## src/include/prio_irq_pkg.sv

```systemverilog
package prio_irq_pkg;
    localparam int unsigned DATA_W = 8;
    localparam int unsigned ADDR_W = 4;
    localparam int unsigned VEC_W = 16;
    localparam int unsigned SRC_COUNT = 2;
    localparam int unsigned EVT_W = 4;

    // Register indices on the plain port
    localparam logic [ADDR_W-1:0] ADDR_RESET_CTRL = 4'h0;
    localparam logic [ADDR_W-1:0] ADDR_IRQ_CTRL = 4'h1;
    localparam logic [ADDR_W-1:0] ADDR_PERIPH_EN = 4'h2;
    localparam logic [ADDR_W-1:0] ADDR_PERIPH_FLAG = 4'h3;
    localparam logic [ADDR_W-1:0] ADDR_PERIPH_PRIO = 4'h4;
    localparam logic [ADDR_W-1:0] ADDR_EVT_STATUS = 4'h5;
    localparam logic [ADDR_W-1:0] ADDR_EVT_MASK = 4'h6;

    // Field positions
    localparam int unsigned PRIO_MODE_BIT = 7;
    localparam int unsigned GLOBAL_HIGH_BIT = 7;
    localparam int unsigned PERIPH_LOW_BIT = 6;
    localparam int unsigned SRC_BASE_BIT = 4;
    localparam int unsigned SRC_TX = 0;
    localparam int unsigned SRC_RX = 1;

    // Event status bits
    localparam int unsigned EVT_HIGH_ENTRY = 0;
    localparam int unsigned EVT_LOW_ENTRY = 1;
    localparam int unsigned EVT_PREEMPT = 2;
    localparam int unsigned EVT_RETURN = 3;

    localparam logic [VEC_W-1:0] VEC_HIGH = 16'h0008;
    localparam logic [VEC_W-1:0] VEC_LOW = 16'h0018;
    localparam logic [VEC_W-1:0] VEC_NONE = 16'h0000;
    localparam logic [DATA_W-1:0] REG_RESET = 8'h00;
    localparam logic [EVT_W-1:0] EVT_RESET = 4'h0;

    typedef enum logic [4:0] {
        SVC_IDLE = 5'b00001,
        SVC_COMPAT = 5'b00010,
        SVC_LOW = 5'b00100,
        SVC_HIGH = 5'b01000,
        SVC_HIGH_OVER_LOW = 5'b10000
    } service_state_type;
endpackage

```

## src/design/context_shadow.sv

```systemverilog
`timescale 1ns/1ps
module context_shadow (
    input wire logic mclk_i,
    input wire logic srst_i,
    input wire logic save_i,
    input wire logic restore_i,
    input wire logic [7:0] working_i,
    input wire logic [7:0] status_i,
    input wire logic [7:0] bank_i,
    output logic restore_o,
    output logic [7:0] working_o,
    output logic [7:0] status_o,
    output logic [7:0] bank_o
);
    // Single copy: a preempting entry overwrites it
    always_ff @(posedge mclk_i) begin
        if (srst_i) begin
            working_o <= 8'h00;
            status_o <= 8'h00;
            bank_o <= 8'h00;
        end else if (save_i) begin
            working_o <= working_i;
            status_o <= status_i;
            bank_o <= bank_i;
        end
    end

    always_ff @(posedge mclk_i) begin
        if (srst_i) begin
            restore_o <= 1'b0;
        end else begin
            restore_o <= restore_i;
        end
    end
endmodule

```

## src/design/irq_source_cell.sv

```systemverilog
`timescale 1ns/1ps
module irq_source_cell (
    input wire logic mclk_i,
    input wire logic srst_i,
    input wire logic set_i,
    input wire logic clr_i,
    input wire logic enable_i,
    input wire logic priority_i,
    output logic flag_o,
    output logic high_pend_o,
    output logic low_pend_o
);
    logic flag_q;

    // Flag follows its event regardless of the enable; set beats clear
    always_ff @(posedge mclk_i) begin
        if (srst_i) begin
            flag_q <= 1'b0;
        end else if (set_i) begin
            flag_q <= 1'b1;
        end else if (clr_i) begin
            flag_q <= 1'b0;
        end
    end

    assign flag_o = flag_q;
    assign high_pend_o = flag_q & enable_i & priority_i;
    assign low_pend_o = flag_q & enable_i & ~priority_i;
endmodule

```

## src/design/prioritized_interrupt_control.sv

```systemverilog
// Added by the designer: the strobed register port and the register offsets.
`timescale 1ns/1ps
// Operation
// - High or unprioritized entry clears the global/high enable.
// - Low priority entry clears the peripheral/low enable instead.
// - The cleared enable blocks same-level preemption of the handler.
// - Every entry copies working, status and bank registers to shadow.
// - High may preempt low; its save overwrites the shadow copy.
// - Low priority entries vector to their own address.
// - Unprioritized and high priority entries share one vector.
// - Fast return restores shadowed registers and re-enables interrupts.
// - Plain return from low handler sets the low enable again.
// - Re-enabled bit depends on level in progress, not on fast.
// - Flags set on events whether or not the source is enabled.
// - Serial port hardware itself sets and clears the flags.
// - Request needs flag, source enable and applicable global enables.
// - Priority mode bit set selects two-level prioritized operation.
// - Mode bit clear: compatibility, global and peripheral both needed.
// - Prioritized: each level needs its own global enable set; the code gates low with both the low and the high enable.
// - Per-source priority bits assign high level, prioritized mode only.
// - Per-source enable bits gate transmit and receive independently.
module prioritized_interrupt_control (
    input wire logic mclk_i,
    input wire logic srst_i,
    input wire logic [prio_irq_pkg::ADDR_W-1:0] addr_i,
    input wire logic [prio_irq_pkg::DATA_W-1:0] wdata_i,
    input wire logic wr_i,
    input wire logic rd_i,
    output logic [prio_irq_pkg::DATA_W-1:0] rdata_o,
    input wire logic tx_flag_set_i,
    input wire logic tx_flag_clr_i,
    input wire logic rx_flag_set_i,
    input wire logic rx_flag_clr_i,
    output logic irq_req_o,
    output logic irq_high_o,
    output logic [prio_irq_pkg::VEC_W-1:0] irq_vector_o,
    input wire logic take_i,
    input wire logic ret_i,
    input wire logic fast_i,
    input wire logic [7:0] working_i,
    input wire logic [7:0] status_i,
    input wire logic [7:0] bank_i,
    output logic restore_o,
    output logic [7:0] working_o,
    output logic [7:0] status_o,
    output logic [7:0] bank_o,
    output logic irq_o
);
    import prio_irq_pkg::*;

    logic priority_mode_enable_q;
    logic global_high_enable_q;
    logic peripheral_low_enable_q;
    logic [SRC_COUNT-1:0] src_enable_q;
    logic [SRC_COUNT-1:0] src_priority_q;
    logic [SRC_COUNT-1:0] src_flag;
    logic [SRC_COUNT-1:0] src_high_pend;
    logic [SRC_COUNT-1:0] src_low_pend;
    logic [SRC_COUNT-1:0] src_set;
    logic [SRC_COUNT-1:0] src_clr;
    logic [EVT_W-1:0] evt_status_q;
    logic [EVT_W-1:0] evt_mask_q;
    logic [EVT_W-1:0] evt_pulse;
    logic [DATA_W-1:0] rdata_q;
    logic [DATA_W-1:0] rdata_d;
    logic irq_req_q;
    logic irq_high_q;
    logic [VEC_W-1:0] irq_vector_q;
    logic irq_q;
    logic any_high;
    logic any_low;
    logic any_pend;
    logic high_req;
    logic low_req;
    logic compat_req;
    logic take_ok;
    logic take_high;
    logic take_low;
    logic take_compat;
    logic ret_high;
    logic ret_low;
    logic ret_compat;
    logic ret_any;
    logic wr_irq_ctrl;
    service_state_type svc_q;
    service_state_type svc_d;

    assign src_set[SRC_TX] = tx_flag_set_i;
    assign src_clr[SRC_TX] = tx_flag_clr_i;
    assign src_set[SRC_RX] = rx_flag_set_i;
    assign src_clr[SRC_RX] = rx_flag_clr_i;

    genvar gi;
    generate
        for (gi = 0; gi < SRC_COUNT; gi++) begin : g_src
            irq_source_cell u_cell (
                .mclk_i(mclk_i),
                .srst_i(srst_i),
                .set_i(src_set[gi]),
                .clr_i(src_clr[gi]),
                .enable_i(src_enable_q[gi]),
                .priority_i(src_priority_q[gi]),
                .flag_o(src_flag[gi]),
                .high_pend_o(src_high_pend[gi]),
                .low_pend_o(src_low_pend[gi])
            );
        end
    endgenerate

    // Request qualification per mode
    assign any_high = |src_high_pend;
    assign any_low = |src_low_pend;
    assign any_pend = any_high | any_low;
    assign compat_req = ~priority_mode_enable_q & global_high_enable_q
        & peripheral_low_enable_q & any_pend;
    // Clearing the high enable also masks low level
    assign high_req = priority_mode_enable_q & global_high_enable_q
        & any_high;
    assign low_req = priority_mode_enable_q & global_high_enable_q
        & peripheral_low_enable_q & any_low;

    // Take only what was offered; level comes from the offered request
    assign take_ok = take_i & irq_req_q;
    assign take_compat = take_ok & (svc_q == SVC_IDLE)
        & ~priority_mode_enable_q;
    assign take_high = take_ok & priority_mode_enable_q & irq_high_q;
    assign take_low = take_ok & priority_mode_enable_q & ~irq_high_q;

    // Return classification by level in progress only
    assign ret_high = ret_i & ((svc_q == SVC_HIGH)
        | (svc_q == SVC_HIGH_OVER_LOW));
    assign ret_low = ret_i & (svc_q == SVC_LOW);
    assign ret_compat = ret_i & (svc_q == SVC_COMPAT);
    assign ret_any = ret_high | ret_low | ret_compat;

    always_comb begin
        svc_d = svc_q;
        case (svc_q)
            SVC_IDLE: begin
                if (take_compat) begin
                    svc_d = SVC_COMPAT;
                end else if (take_high) begin
                    svc_d = SVC_HIGH;
                end else if (take_low) begin
                    svc_d = SVC_LOW;
                end
            end
            SVC_COMPAT: begin
                if (ret_i) begin
                    svc_d = SVC_IDLE;
                end
            end
            SVC_LOW: begin
                if (take_high) begin
                    svc_d = SVC_HIGH_OVER_LOW;
                end else if (ret_i) begin
                    svc_d = SVC_IDLE;
                end
            end
            SVC_HIGH: begin
                if (ret_i) begin
                    svc_d = SVC_IDLE;
                end
            end
            SVC_HIGH_OVER_LOW: begin
                if (ret_i) begin
                    svc_d = SVC_LOW;
                end
            end
            default: begin
                svc_d = SVC_IDLE;
            end
        endcase
    end

    always_ff @(posedge mclk_i) begin
        if (srst_i) begin
            svc_q <= SVC_IDLE;
        end else begin
            svc_q <= svc_d;
        end
    end

    // Mode and source configuration
    always_ff @(posedge mclk_i) begin
        if (srst_i) begin
            priority_mode_enable_q <= 1'b0;
        end else if (wr_i && addr_i == ADDR_RESET_CTRL) begin
            priority_mode_enable_q <= wdata_i[PRIO_MODE_BIT];
        end
    end

    always_ff @(posedge mclk_i) begin
        if (srst_i) begin
            src_enable_q <= '0;
        end else if (wr_i && addr_i == ADDR_PERIPH_EN) begin
            src_enable_q <= wdata_i[SRC_BASE_BIT +: SRC_COUNT];
        end
    end

    always_ff @(posedge mclk_i) begin
        if (srst_i) begin
            src_priority_q <= '0;
        end else if (wr_i && addr_i == ADDR_PERIPH_PRIO) begin
            src_priority_q <= wdata_i[SRC_BASE_BIT +: SRC_COUNT];
        end
    end

    // Hardware entry and return override a software write
    assign wr_irq_ctrl = wr_i & (addr_i == ADDR_IRQ_CTRL);

    always_ff @(posedge mclk_i) begin
        if (srst_i) begin
            global_high_enable_q <= 1'b0;
        end else if (take_high || take_compat) begin
            global_high_enable_q <= 1'b0;
        end else if (ret_high || ret_compat) begin
            global_high_enable_q <= 1'b1;
        end else if (wr_irq_ctrl) begin
            global_high_enable_q <= wdata_i[GLOBAL_HIGH_BIT];
        end
    end

    always_ff @(posedge mclk_i) begin
        if (srst_i) begin
            peripheral_low_enable_q <= 1'b0;
        end else if (take_low) begin
            peripheral_low_enable_q <= 1'b0;
        end else if (ret_low) begin
            peripheral_low_enable_q <= 1'b1;
        end else if (wr_irq_ctrl) begin
            peripheral_low_enable_q <= wdata_i[PERIPH_LOW_BIT];
        end
    end

    // Request and vector to the core; dropped in the cycle after a take
    always_ff @(posedge mclk_i) begin
        if (srst_i) begin
            irq_req_q <= 1'b0;
            irq_high_q <= 1'b0;
            irq_vector_q <= VEC_NONE;
        end else if (take_ok) begin
            irq_req_q <= 1'b0;
            irq_high_q <= 1'b0;
            irq_vector_q <= VEC_NONE;
        end else if (high_req) begin
            irq_req_q <= 1'b1;
            irq_high_q <= 1'b1;
            irq_vector_q <= VEC_HIGH;
        end else if (low_req) begin
            irq_req_q <= 1'b1;
            irq_high_q <= 1'b0;
            irq_vector_q <= VEC_LOW;
        end else if (compat_req) begin
            irq_req_q <= 1'b1;
            irq_high_q <= 1'b0;
            irq_vector_q <= VEC_HIGH;
        end else begin
            irq_req_q <= 1'b0;
            irq_high_q <= 1'b0;
            irq_vector_q <= VEC_NONE;
        end
    end

    context_shadow u_shadow (
        .mclk_i(mclk_i),
        .srst_i(srst_i),
        .save_i(take_ok),
        .restore_i(ret_any & fast_i),
        .working_i(working_i),
        .status_i(status_i),
        .bank_i(bank_i),
        .restore_o(restore_o),
        .working_o(working_o),
        .status_o(status_o),
        .bank_o(bank_o)
    );

    // Sticky event status, write one to clear, set wins
    assign evt_pulse[EVT_HIGH_ENTRY] = take_high | take_compat;
    assign evt_pulse[EVT_LOW_ENTRY] = take_low;
    assign evt_pulse[EVT_PREEMPT] = take_high & (svc_q == SVC_LOW);
    assign evt_pulse[EVT_RETURN] = ret_any;

    always_ff @(posedge mclk_i) begin
        if (srst_i) begin
            evt_status_q <= EVT_RESET;
        end else if (wr_i && addr_i == ADDR_EVT_STATUS) begin
            evt_status_q <= (evt_status_q & ~wdata_i[EVT_W-1:0]) | evt_pulse;
        end else begin
            evt_status_q <= evt_status_q | evt_pulse;
        end
    end

    always_ff @(posedge mclk_i) begin
        if (srst_i) begin
            evt_mask_q <= EVT_RESET;
        end else if (wr_i && addr_i == ADDR_EVT_MASK) begin
            evt_mask_q <= wdata_i[EVT_W-1:0];
        end
    end

    always_ff @(posedge mclk_i) begin
        if (srst_i) begin
            irq_q <= 1'b0;
        end else begin
            irq_q <= |(evt_status_q & evt_mask_q);
        end
    end

    // Read mux; unused and unmapped bits read as zero
    always_comb begin
        rdata_d = REG_RESET;
        case (addr_i)
            ADDR_RESET_CTRL: begin
                rdata_d[PRIO_MODE_BIT] = priority_mode_enable_q;
            end
            ADDR_IRQ_CTRL: begin
                rdata_d[GLOBAL_HIGH_BIT] = global_high_enable_q;
                rdata_d[PERIPH_LOW_BIT] = peripheral_low_enable_q;
            end
            ADDR_PERIPH_EN: begin
                rdata_d[SRC_BASE_BIT +: SRC_COUNT] = src_enable_q;
            end
            ADDR_PERIPH_FLAG: begin
                rdata_d[SRC_BASE_BIT +: SRC_COUNT] = src_flag;
            end
            ADDR_PERIPH_PRIO: begin
                rdata_d[SRC_BASE_BIT +: SRC_COUNT] = src_priority_q;
            end
            ADDR_EVT_STATUS: begin
                rdata_d[EVT_W-1:0] = evt_status_q;
            end
            ADDR_EVT_MASK: begin
                rdata_d[EVT_W-1:0] = evt_mask_q;
            end
            default: begin
                rdata_d = REG_RESET;
            end
        endcase
    end

    // Data valid only in the cycle after the read strobe
    always_ff @(posedge mclk_i) begin
        if (srst_i) begin
            rdata_q <= REG_RESET;
        end else if (rd_i) begin
            rdata_q <= rdata_d;
        end else begin
            rdata_q <= REG_RESET;
        end
    end

    assign rdata_o = rdata_q;
    assign irq_req_o = irq_req_q;
    assign irq_high_o = irq_high_q;
    assign irq_vector_o = irq_vector_q;
    assign irq_o = irq_q;
endmodule

```

## config.mk

```make
export PLATFORM = sky130hd
export DESIGN_NAME = prioritized_interrupt_control
export DESIGN_NICKNAME = d
export VERILOG_FILES = /design/src/include/prio_irq_pkg.sv /design/src/design/context_shadow.sv /design/src/design/irq_source_cell.sv /design/src/design/prioritized_interrupt_control.sv
export SDC_FILE = /design/constraint.sdc
export NUM_CORES = 1
export LEC_CHECK = 0
export ABC_AREA = 1
export BUFFER_PORTS_ARGS = -buffer_cell sky130_fd_sc_hd__buf_4
export CAP_MARGIN = 20
export CELL_PAD_IN_SITES_DETAIL_PLACEMENT = 1
export CELL_PAD_IN_SITES_GLOBAL_PLACEMENT = 2
export CORE_MARGIN = 4
export CORE_UTILIZATION = 25
export DETAILED_ROUTE_END_ITERATION = 12
export PLACE_DENSITY_LB_ADDON = 0.05
export SYNTH_ARGS = -nofsm -noshare
export SYNTH_HDL_FRONTEND = slang
export SYNTH_SLANG_ARGS = --single-unit
```

## constraint.sdc

```tcl
create_clock -name mclk_i -period 1.3 [get_ports mclk_i]
set_clock_uncertainty 0.1 [all_clocks]
set_input_delay 0.26 -clock mclk_i [delete_from_list [all_inputs] [get_ports mclk_i]]
set_output_delay 0.26 -clock mclk_i [all_outputs]
set_load 0.01 [all_outputs]
```

==> flow_metrics.py, run 1 <==
metrics = {
    "pwr": {
        "power_leakage_nw": 1.61,
        "powerDensity_nw_per_um2": 1240,
        "power_mw": 4.51,
        "peakVddDrop_uv": 556,
    },
    "routing": {
        "drc": 0,
        "post_drt_wl_per_cell_microns": 13.6,
        "via_per_inst": 4.33,
        "dr.pass1.iters": 4,
        "drt_iter0_drc": 64,
        "ant_nets": 0,
        "vias": 2522,
        "wl_microns": 7910,
    },
    "place": {
        "gp_congestion": 0.792,
        "port_buffers": 84,
        "place_ws_ns": -0.0629,
        "dpl.hpwl_microns": 5890,
        "place_inst": 565,
    },
    "sta": {
        "fin_ws_ns": 0.0348,
        "fmax_ghz": 0.790,
        "whs_ns": 0.0337,
        "setup_viol_count_final": 0,
        "fin_crit_ns": 1.27,
        "hold_viol": 0,
        "fin_crit_sh_pct": 97.3,
        "rsz0062_at_grt": "yes",
        "slew_violations": 0,
    },
    "layout": {
        "syn_to_final_growth_pct": 45.3,
        "n_antenna_cell": 0,
        "drive_gt1_share_pct": 35.0,
        "layout.cells.non_filler": 582,
        "fin_nets": 492,
    },
    "synthesis": {
        "synth_mux_area_share_pct": 0,
        "synth_ff_type": "dfxtp_1",
        "synth_warnings": 0,
        "synth_area_sq_um": 2510,
        "ys_types": 28,
        "synth_top_area_share_pct": 47.0,
        "synth_top_area_cell": "dfxtp_1",
        "synth_top_family_by_area": "simple AND/OR/NAND/NOR gates",
        "synth-compound-area-share_pct": 11.2,
        "netlist_top_cells_count": "nor2_1 (70), nand2_1 (60), dfxtp_1 (59), nand3_1 (28), o21ai_0 (24)",
        "synth-seq-area-share_pct": 47.0,
        "synth_simple_gate_area_share_pct": 31.2,
        "synth_cells": 346,
        "synth-adder-area-share_pct": 0,
        "ys_seq_elements": 59,
        "synth.most_common_cell": "nor2_1",
        "async_flop_share_pct": 0,
        "synth.area.top_cells": "dfxtp_1 (47%), nor2_1 (10%), nand2_1 (9.0%)",
        "avgSynthCellArea_sq_um": 7.26,
        "synth_edf_count": 0,
        "synth_xor_area_share_pct": 0,
    },
    "worst_setup_path": {
        "start_kind": "flip-flop",
        "regToRegEndpoint": "svc_q[2]$_SDFFE_PP0P_",
        "critPathSlowestCell": "dfxtp_2",
        "reg2reg_depth": 8,
        "cp-end-kind": "output port",
        "cp.required_ns": 0.94,
        "crit_start": "irq_high_o$_SDFF_PP0_",
        "slowest_delay_ns": 0.32,
        "r2r_setup_slack_ns": 0.04,
        "cp_max_fo": 2,
        "reg2reg_from": "svc_q[3]$_SDFFE_PP0P_",
        "path_cells": "buf_4 -> buf_6",
        "path_class": "reg2out",
        "arrival_ns": 0.91,
        "crit_end": "irq_high_o",
    },
    "grt": {
        "antenna_found_initial": 0,
        "grt_pass1_wl_microns": 13000,
        "grt_pass1_vias": 2706,
        "grt_use_total_pct": 14.2,
        "grt_max_degree": 30,
        "grt_overflow": 0,
    },
    "die": {
        "fp.dieW_microns": 108,
        "dieArea_sq_um": 11700,
        "die_y_microns": 108,
        "pin_count": 99,
        "coreArea_sq_um": 9770,
        "initial_core_util_pct": 25.7,
        "row_count": 36,
    },
    "cts": {
        "clk_pin_slew_ns": 0.07,
        "clkLatencyLatePin_ns": 0.33,
        "tritoncts": "done",
        "cts_buffer_depth": 2,
        "cts_made_buffers": 9,
        "cts_num_sinks": 59,
        "cts-root-buf": "clkbuf_8",
        "ctsHtreeMaxLevel": 3,
    },
    "job": {
        "maxCapViolCount": 0,
    },
    "outcome": {
        "status": "completed",
    },
    "worst_hold_path": {
        "hp-class": "in2reg",
    },
}
[sequential cells by signal (all words and copies together) (netlist names), 4 cells and up]
name                count
svc_q                   5
u_shadow.status_o       8
evt_status_q            4
u_shadow.bank_o         8
u_shadow.working_o      8
evt_mask_q              4
rdata_o                 8
[what timing repair did]
item,in CTS,in global routing
pin swaps,0,2
hold buffers,0,0
setup buffers,1,1
resized for setup,6,31
endpoints found under the setup margin,8,38
[layout make-up]
cell class                 instances  area (sq um)
clock inverter                     5          55.1
fill                            1248          6120
clock buffer                      10           128
timing repair buffer             100           787
tap                              133           166
sequential                        59          1190
multi-input combinational        247          1220
inverter                          28           108
[logic make-up (layout without fill, tap and decap cells)]
logic type | after synthesis | after routing
other cells | 1 | 14
flops | 59 | 59
simple gates | 178 | 178
compound gates | 55 | 55
buf+inv | 53 | 143
[power breakdown]
part | internal [mW] | switching, mW
clock network | 0.869 | 0.746
logic | 0.434 | 0.535
registers | 1.87 | 0.0593
total | 3.17 | 1.34
[through the flow]
step / TNS (ns) / cell area [sq um] / utilization (%)
after floorplan: 0 / 2560 / -
after global placement: -0.172 / 3340 / 34.1
after detailed placement: -0.263 / 3340 / 34.1
after CTS: 0 / 3550 / 36.3
after global routing: -0.229 / 3650 / 37.3
final: 0 / 3650 / 37.3
[how the worst min path moves through the flow]
stage                                                     end  depth (start not counted)                         start  slack (ns)
after detailed placement         src_enable_q[0]$_SDFFE_PP0P_                          2  src_enable_q[0]$_SDFFE_PP0P_        0.37
after floorplan           g_src[0].u_cell.flag_o$_SDFFE_PP0P_                          2                 tx_flag_set_i        0.28
after CTS                 g_src[1].u_cell.flag_o$_SDFFE_PP0P_                          3                 rx_flag_set_i        0.02
after global routing               evt_status_q[1]$_SDFF_PP0_                          2                        srst_i        0.04
final                     g_src[1].u_cell.flag_o$_SDFFE_PP0P_                          3                 rx_flag_set_i        0.03
after global placement    g_src[0].u_cell.flag_o$_SDFFE_PP0P_                          3                 tx_flag_set_i        0.36
[worst max-delay path: cells and delay by family (launching register included)]
| kind | cells | cell delay [ns] |
|---|---|---|
| flip-flops | 1 | 0.32 |
| buffers and inverters | 2 | 0.25 |
[cell usage in the layout, fill, tap and decap left out, types with 2 or more instances in the layout]
cell type	n
nand3_1	22
clkinvlp_4	2
nor2_1	65
nor2_2	5
buf_6	3
clkinv_2	2
nand3b_1	3
o22ai_1	2
inv_1	21
buf_12	2
o21ai_1	6
inv_2	5
nand2_2	8
nand2_1	54
dfxtp_1	54
dfxtp_2	4
nand4_1	2
conb_1	14
buf_4	95
o21ai_0	23
clkbuf_8	9
nor3_1	2
nand3_2	6
nor3_2	3
a21oi_1	21
nor2_4	5
[metal layers]
| metal | track usage (%) | part of all wire [%] | routed length (microns) | vias up |
|---|---|---|---|---|
| met3 | 6.09 | 8.5 | 673 | 8 |
| met2 | 24.2 | 48 | 3810 | 65 |
| met1 | 16.0 | 42 | 3340 | 1171 |
| met4 | 4.60 | 1.1 | 87 | 0 |
| met5 | 0 | 0 | 0 | - |
| li1 | - | - | - | 1278 |
Power figures use the tool's default switching activity.
==> inputs of run 2 (changes only) <==
- CORE_UTILIZATION: 25 -> 27
- MAX_ROUTING_LAYER: not set -> met4
- clock period: 1.3 -> 1.5 ns (I/O delays scaled with it)
==> run 2 against run 1 <==
Non-clock buffer count decreased by 8. Sequential power decreased by 13%. First-iteration DRC count increased by 14%. Critical path type is now reg2reg. Highest routed layer unchanged.
==> flow_metrics.py, run 2 (synthesis results as in run 1) <==
metrics = {
    "pwr": {
        "powerDensity_nw_per_um2": 1080,
        "combPwrFrac_pct": 16.3,
        "pwr-share-clk_pct": 38.7,
        "swShare_pct": 28.0,
        "power_switching_mw": 1.04,
        "peakVddDrop_uv": 539,
        "p_seq_share_pct": 45.0,
        "internal_power_mw": 2.67,
        "power_leakage_nw": 1.55,
    },
    "layout": {
        "syn_to_final_growth_pct": 37.1,
        "final_cell_mix": "buf_4 (91), nor2_1 (68), nand2_1 (60)",
        "drive_gt1_share_pct": 28.3,
        "n_antenna_cell": 0,
        "final_common_cell": "buf_4",
        "fin_nets": 484,
    },
    "grt": {
        "antenna_found_initial": 0,
        "grt_max_degree": 32,
        "grt_overflow": 0,
        "grt_use_total_pct": 14.7,
        "grt_pass1_vias": 2600,
        "grt_pass1_wl_microns": 12400,
    },
    "routing": {
        "dr.pass1.iters": 4,
        "drt_iter0_drc": 73,
        "vias": 2467,
        "drc": 0,
        "wl_microns": 7560,
        "ant_nets": 0,
        "via_per_inst": 4.49,
        "post_drt_wl_per_cell_microns": 13.7,
    },
    "die": {
        "fp.dieW_microns": 104,
        "dieArea_sq_um": 10900,
        "row_count": 34,
        "die_y_microns": 104,
        "coreArea_sq_um": 8890,
        "pin_count": 99,
        "initial_core_util_pct": 28.2,
    },
    "cts": {
        "clk_pin_slew_ns": 0.06,
        "ctsHtreeMaxLevel": 3,
        "cts-root-buf": "clkbuf_8",
        "cts_made_buffers": 9,
        "cts_num_sinks": 59,
        "ctsHoldBuffers": 0,
        "tritoncts": "done",
        "cts_buffer_depth": 2,
        "clkLatencyLatePin_ns": 0.33,
        "post_cts_buffers": 0,
    },
    "worst_setup_path": {
        "path_class": "reg2reg",
        "arrival_ns": 1.48,
        "cp_max_fo": 5,
        "cp.required_ns": 1.63,
        "cp-end-kind": "flip-flop",
        "r2r_setup_slack_ns": 0.15,
        "start_kind": "flip-flop",
    },
    "sta": {
        "slew_violations": 0,
        "whs_ns": 0.0742,
        "setup_viol_count_final": 0,
        "rsz0062_at_grt": "no",
        "final.setup.tns_ns": 0,
        "fin_crit_sh_pct": 90.3,
        "fmax_ghz": 0.738,
        "fin_crit_ns": 1.35,
        "hold_viol": 0,
    },
    "place": {
        "port_buffers": 84,
        "gp_congestion": 0.793,
        "dpl.hpwl_microns": 5770,
    },
    "job": {
        "maxCapViolCount": 0,
    },
    "outcome": {
        "status": "completed",
    },
    "worst_hold_path": {
        "hp-class": "in2reg",
    },
}
run 2: cell types whose count changed in the layout (fill, tap and decap cells not counted), moves of 5 or more:
cell     before  now
nand2_2       8    2
nand3_2       6    1
dfxtp_1      54   59
nand3_1      22   28
nand2_1      54   60
run 2: power groups by stage:
stage          clock (mW)  sequential, mW  combinational, mW
6_report             1.43            1.67              0.604
5_1_grt              1.59            1.68              0.687
4_1_cts              1.51            1.66              0.604
3_5_place_dp            0            1.70              0.598
3_3_place_gp            0            1.70              0.595
2_1_floorplan           0            1.69              0.412
run 2: repair_timing:
item                                    in CTS  in global routing
gates resized for setup                      0                  2
hold endpoints to repair                     0                  0
endpoints found under the setup margin       0                  4
run 2: worst max-delay path, cell delays in order (launching register included):
cell     delay (ns)
dfxtp_1        0.36
nor2_2         0.17
nand2_1        0.08
nor2_2         0.18
nand2_1        0.10
o21ai_1        0.11
inv_1          0.06
nand2_1        0.07
nor2_1         0.04
run 2: per-stage QoR:
step	cells	instance area (sq um)	setup WS [ns]	power (mW)	utilization [%]
finish	550	3440	0.145	3.71	38.7
global route	550	3440	0.0162	3.96	38.7
CTS	550	3440	0.0457	3.78	38.7
detailed placement	534	3240	0.0714	2.30	36.5
global placement	534	3240	0.104	2.29	36.5
floorplan	359	2560	0.181	2.10	-
run 2: final timing paths:
check                                                start                                  end  cells past startpoint
worst min-delay path                         tx_flag_set_i  g_src[0].u_cell.flag_o$_SDFFE_PP0P_                      3
worst max-delay path                 svc_q[2]$_SDFFE_PP0P_                svc_q[2]$_SDFFE_PP0P_                      8
worst max register to register       svc_q[2]$_SDFFE_PP0P_                svc_q[2]$_SDFFE_PP0P_                      8
worst min register to register  evt_mask_q[2]$_SDFFE_PP0P_                rdata_o[2]$_SDFF_PP0_                      2
run 2: per-layer routing:
| layer | share of wire, % | vias to the layer above | GRT usage [%] |
|---|---|---|---|
| li1 | - | 1263 | - |
| met1 | 44 | 1126 | 16.1 |
| met2 | 48 | 71 | 24.1 |
| met3 | 7.7 | 7 | 6.52 |
| met4 | 0.98 | 0 | 4.18 |
| met5 | 0 | - | - |
run 2: cell type report:
type / count / area [sq um]
Clock buffer: 11 / 141
Clock inverter: 5 / 52.6
Fill cell: 1132 / 5450
Inverter: 28 / 105
Multi-Input combinational cell: 247 / 1120
Sequential cell: 59 / 1180
Tap cell: 108 / 135
Timing Repair Buffer: 92 / 703
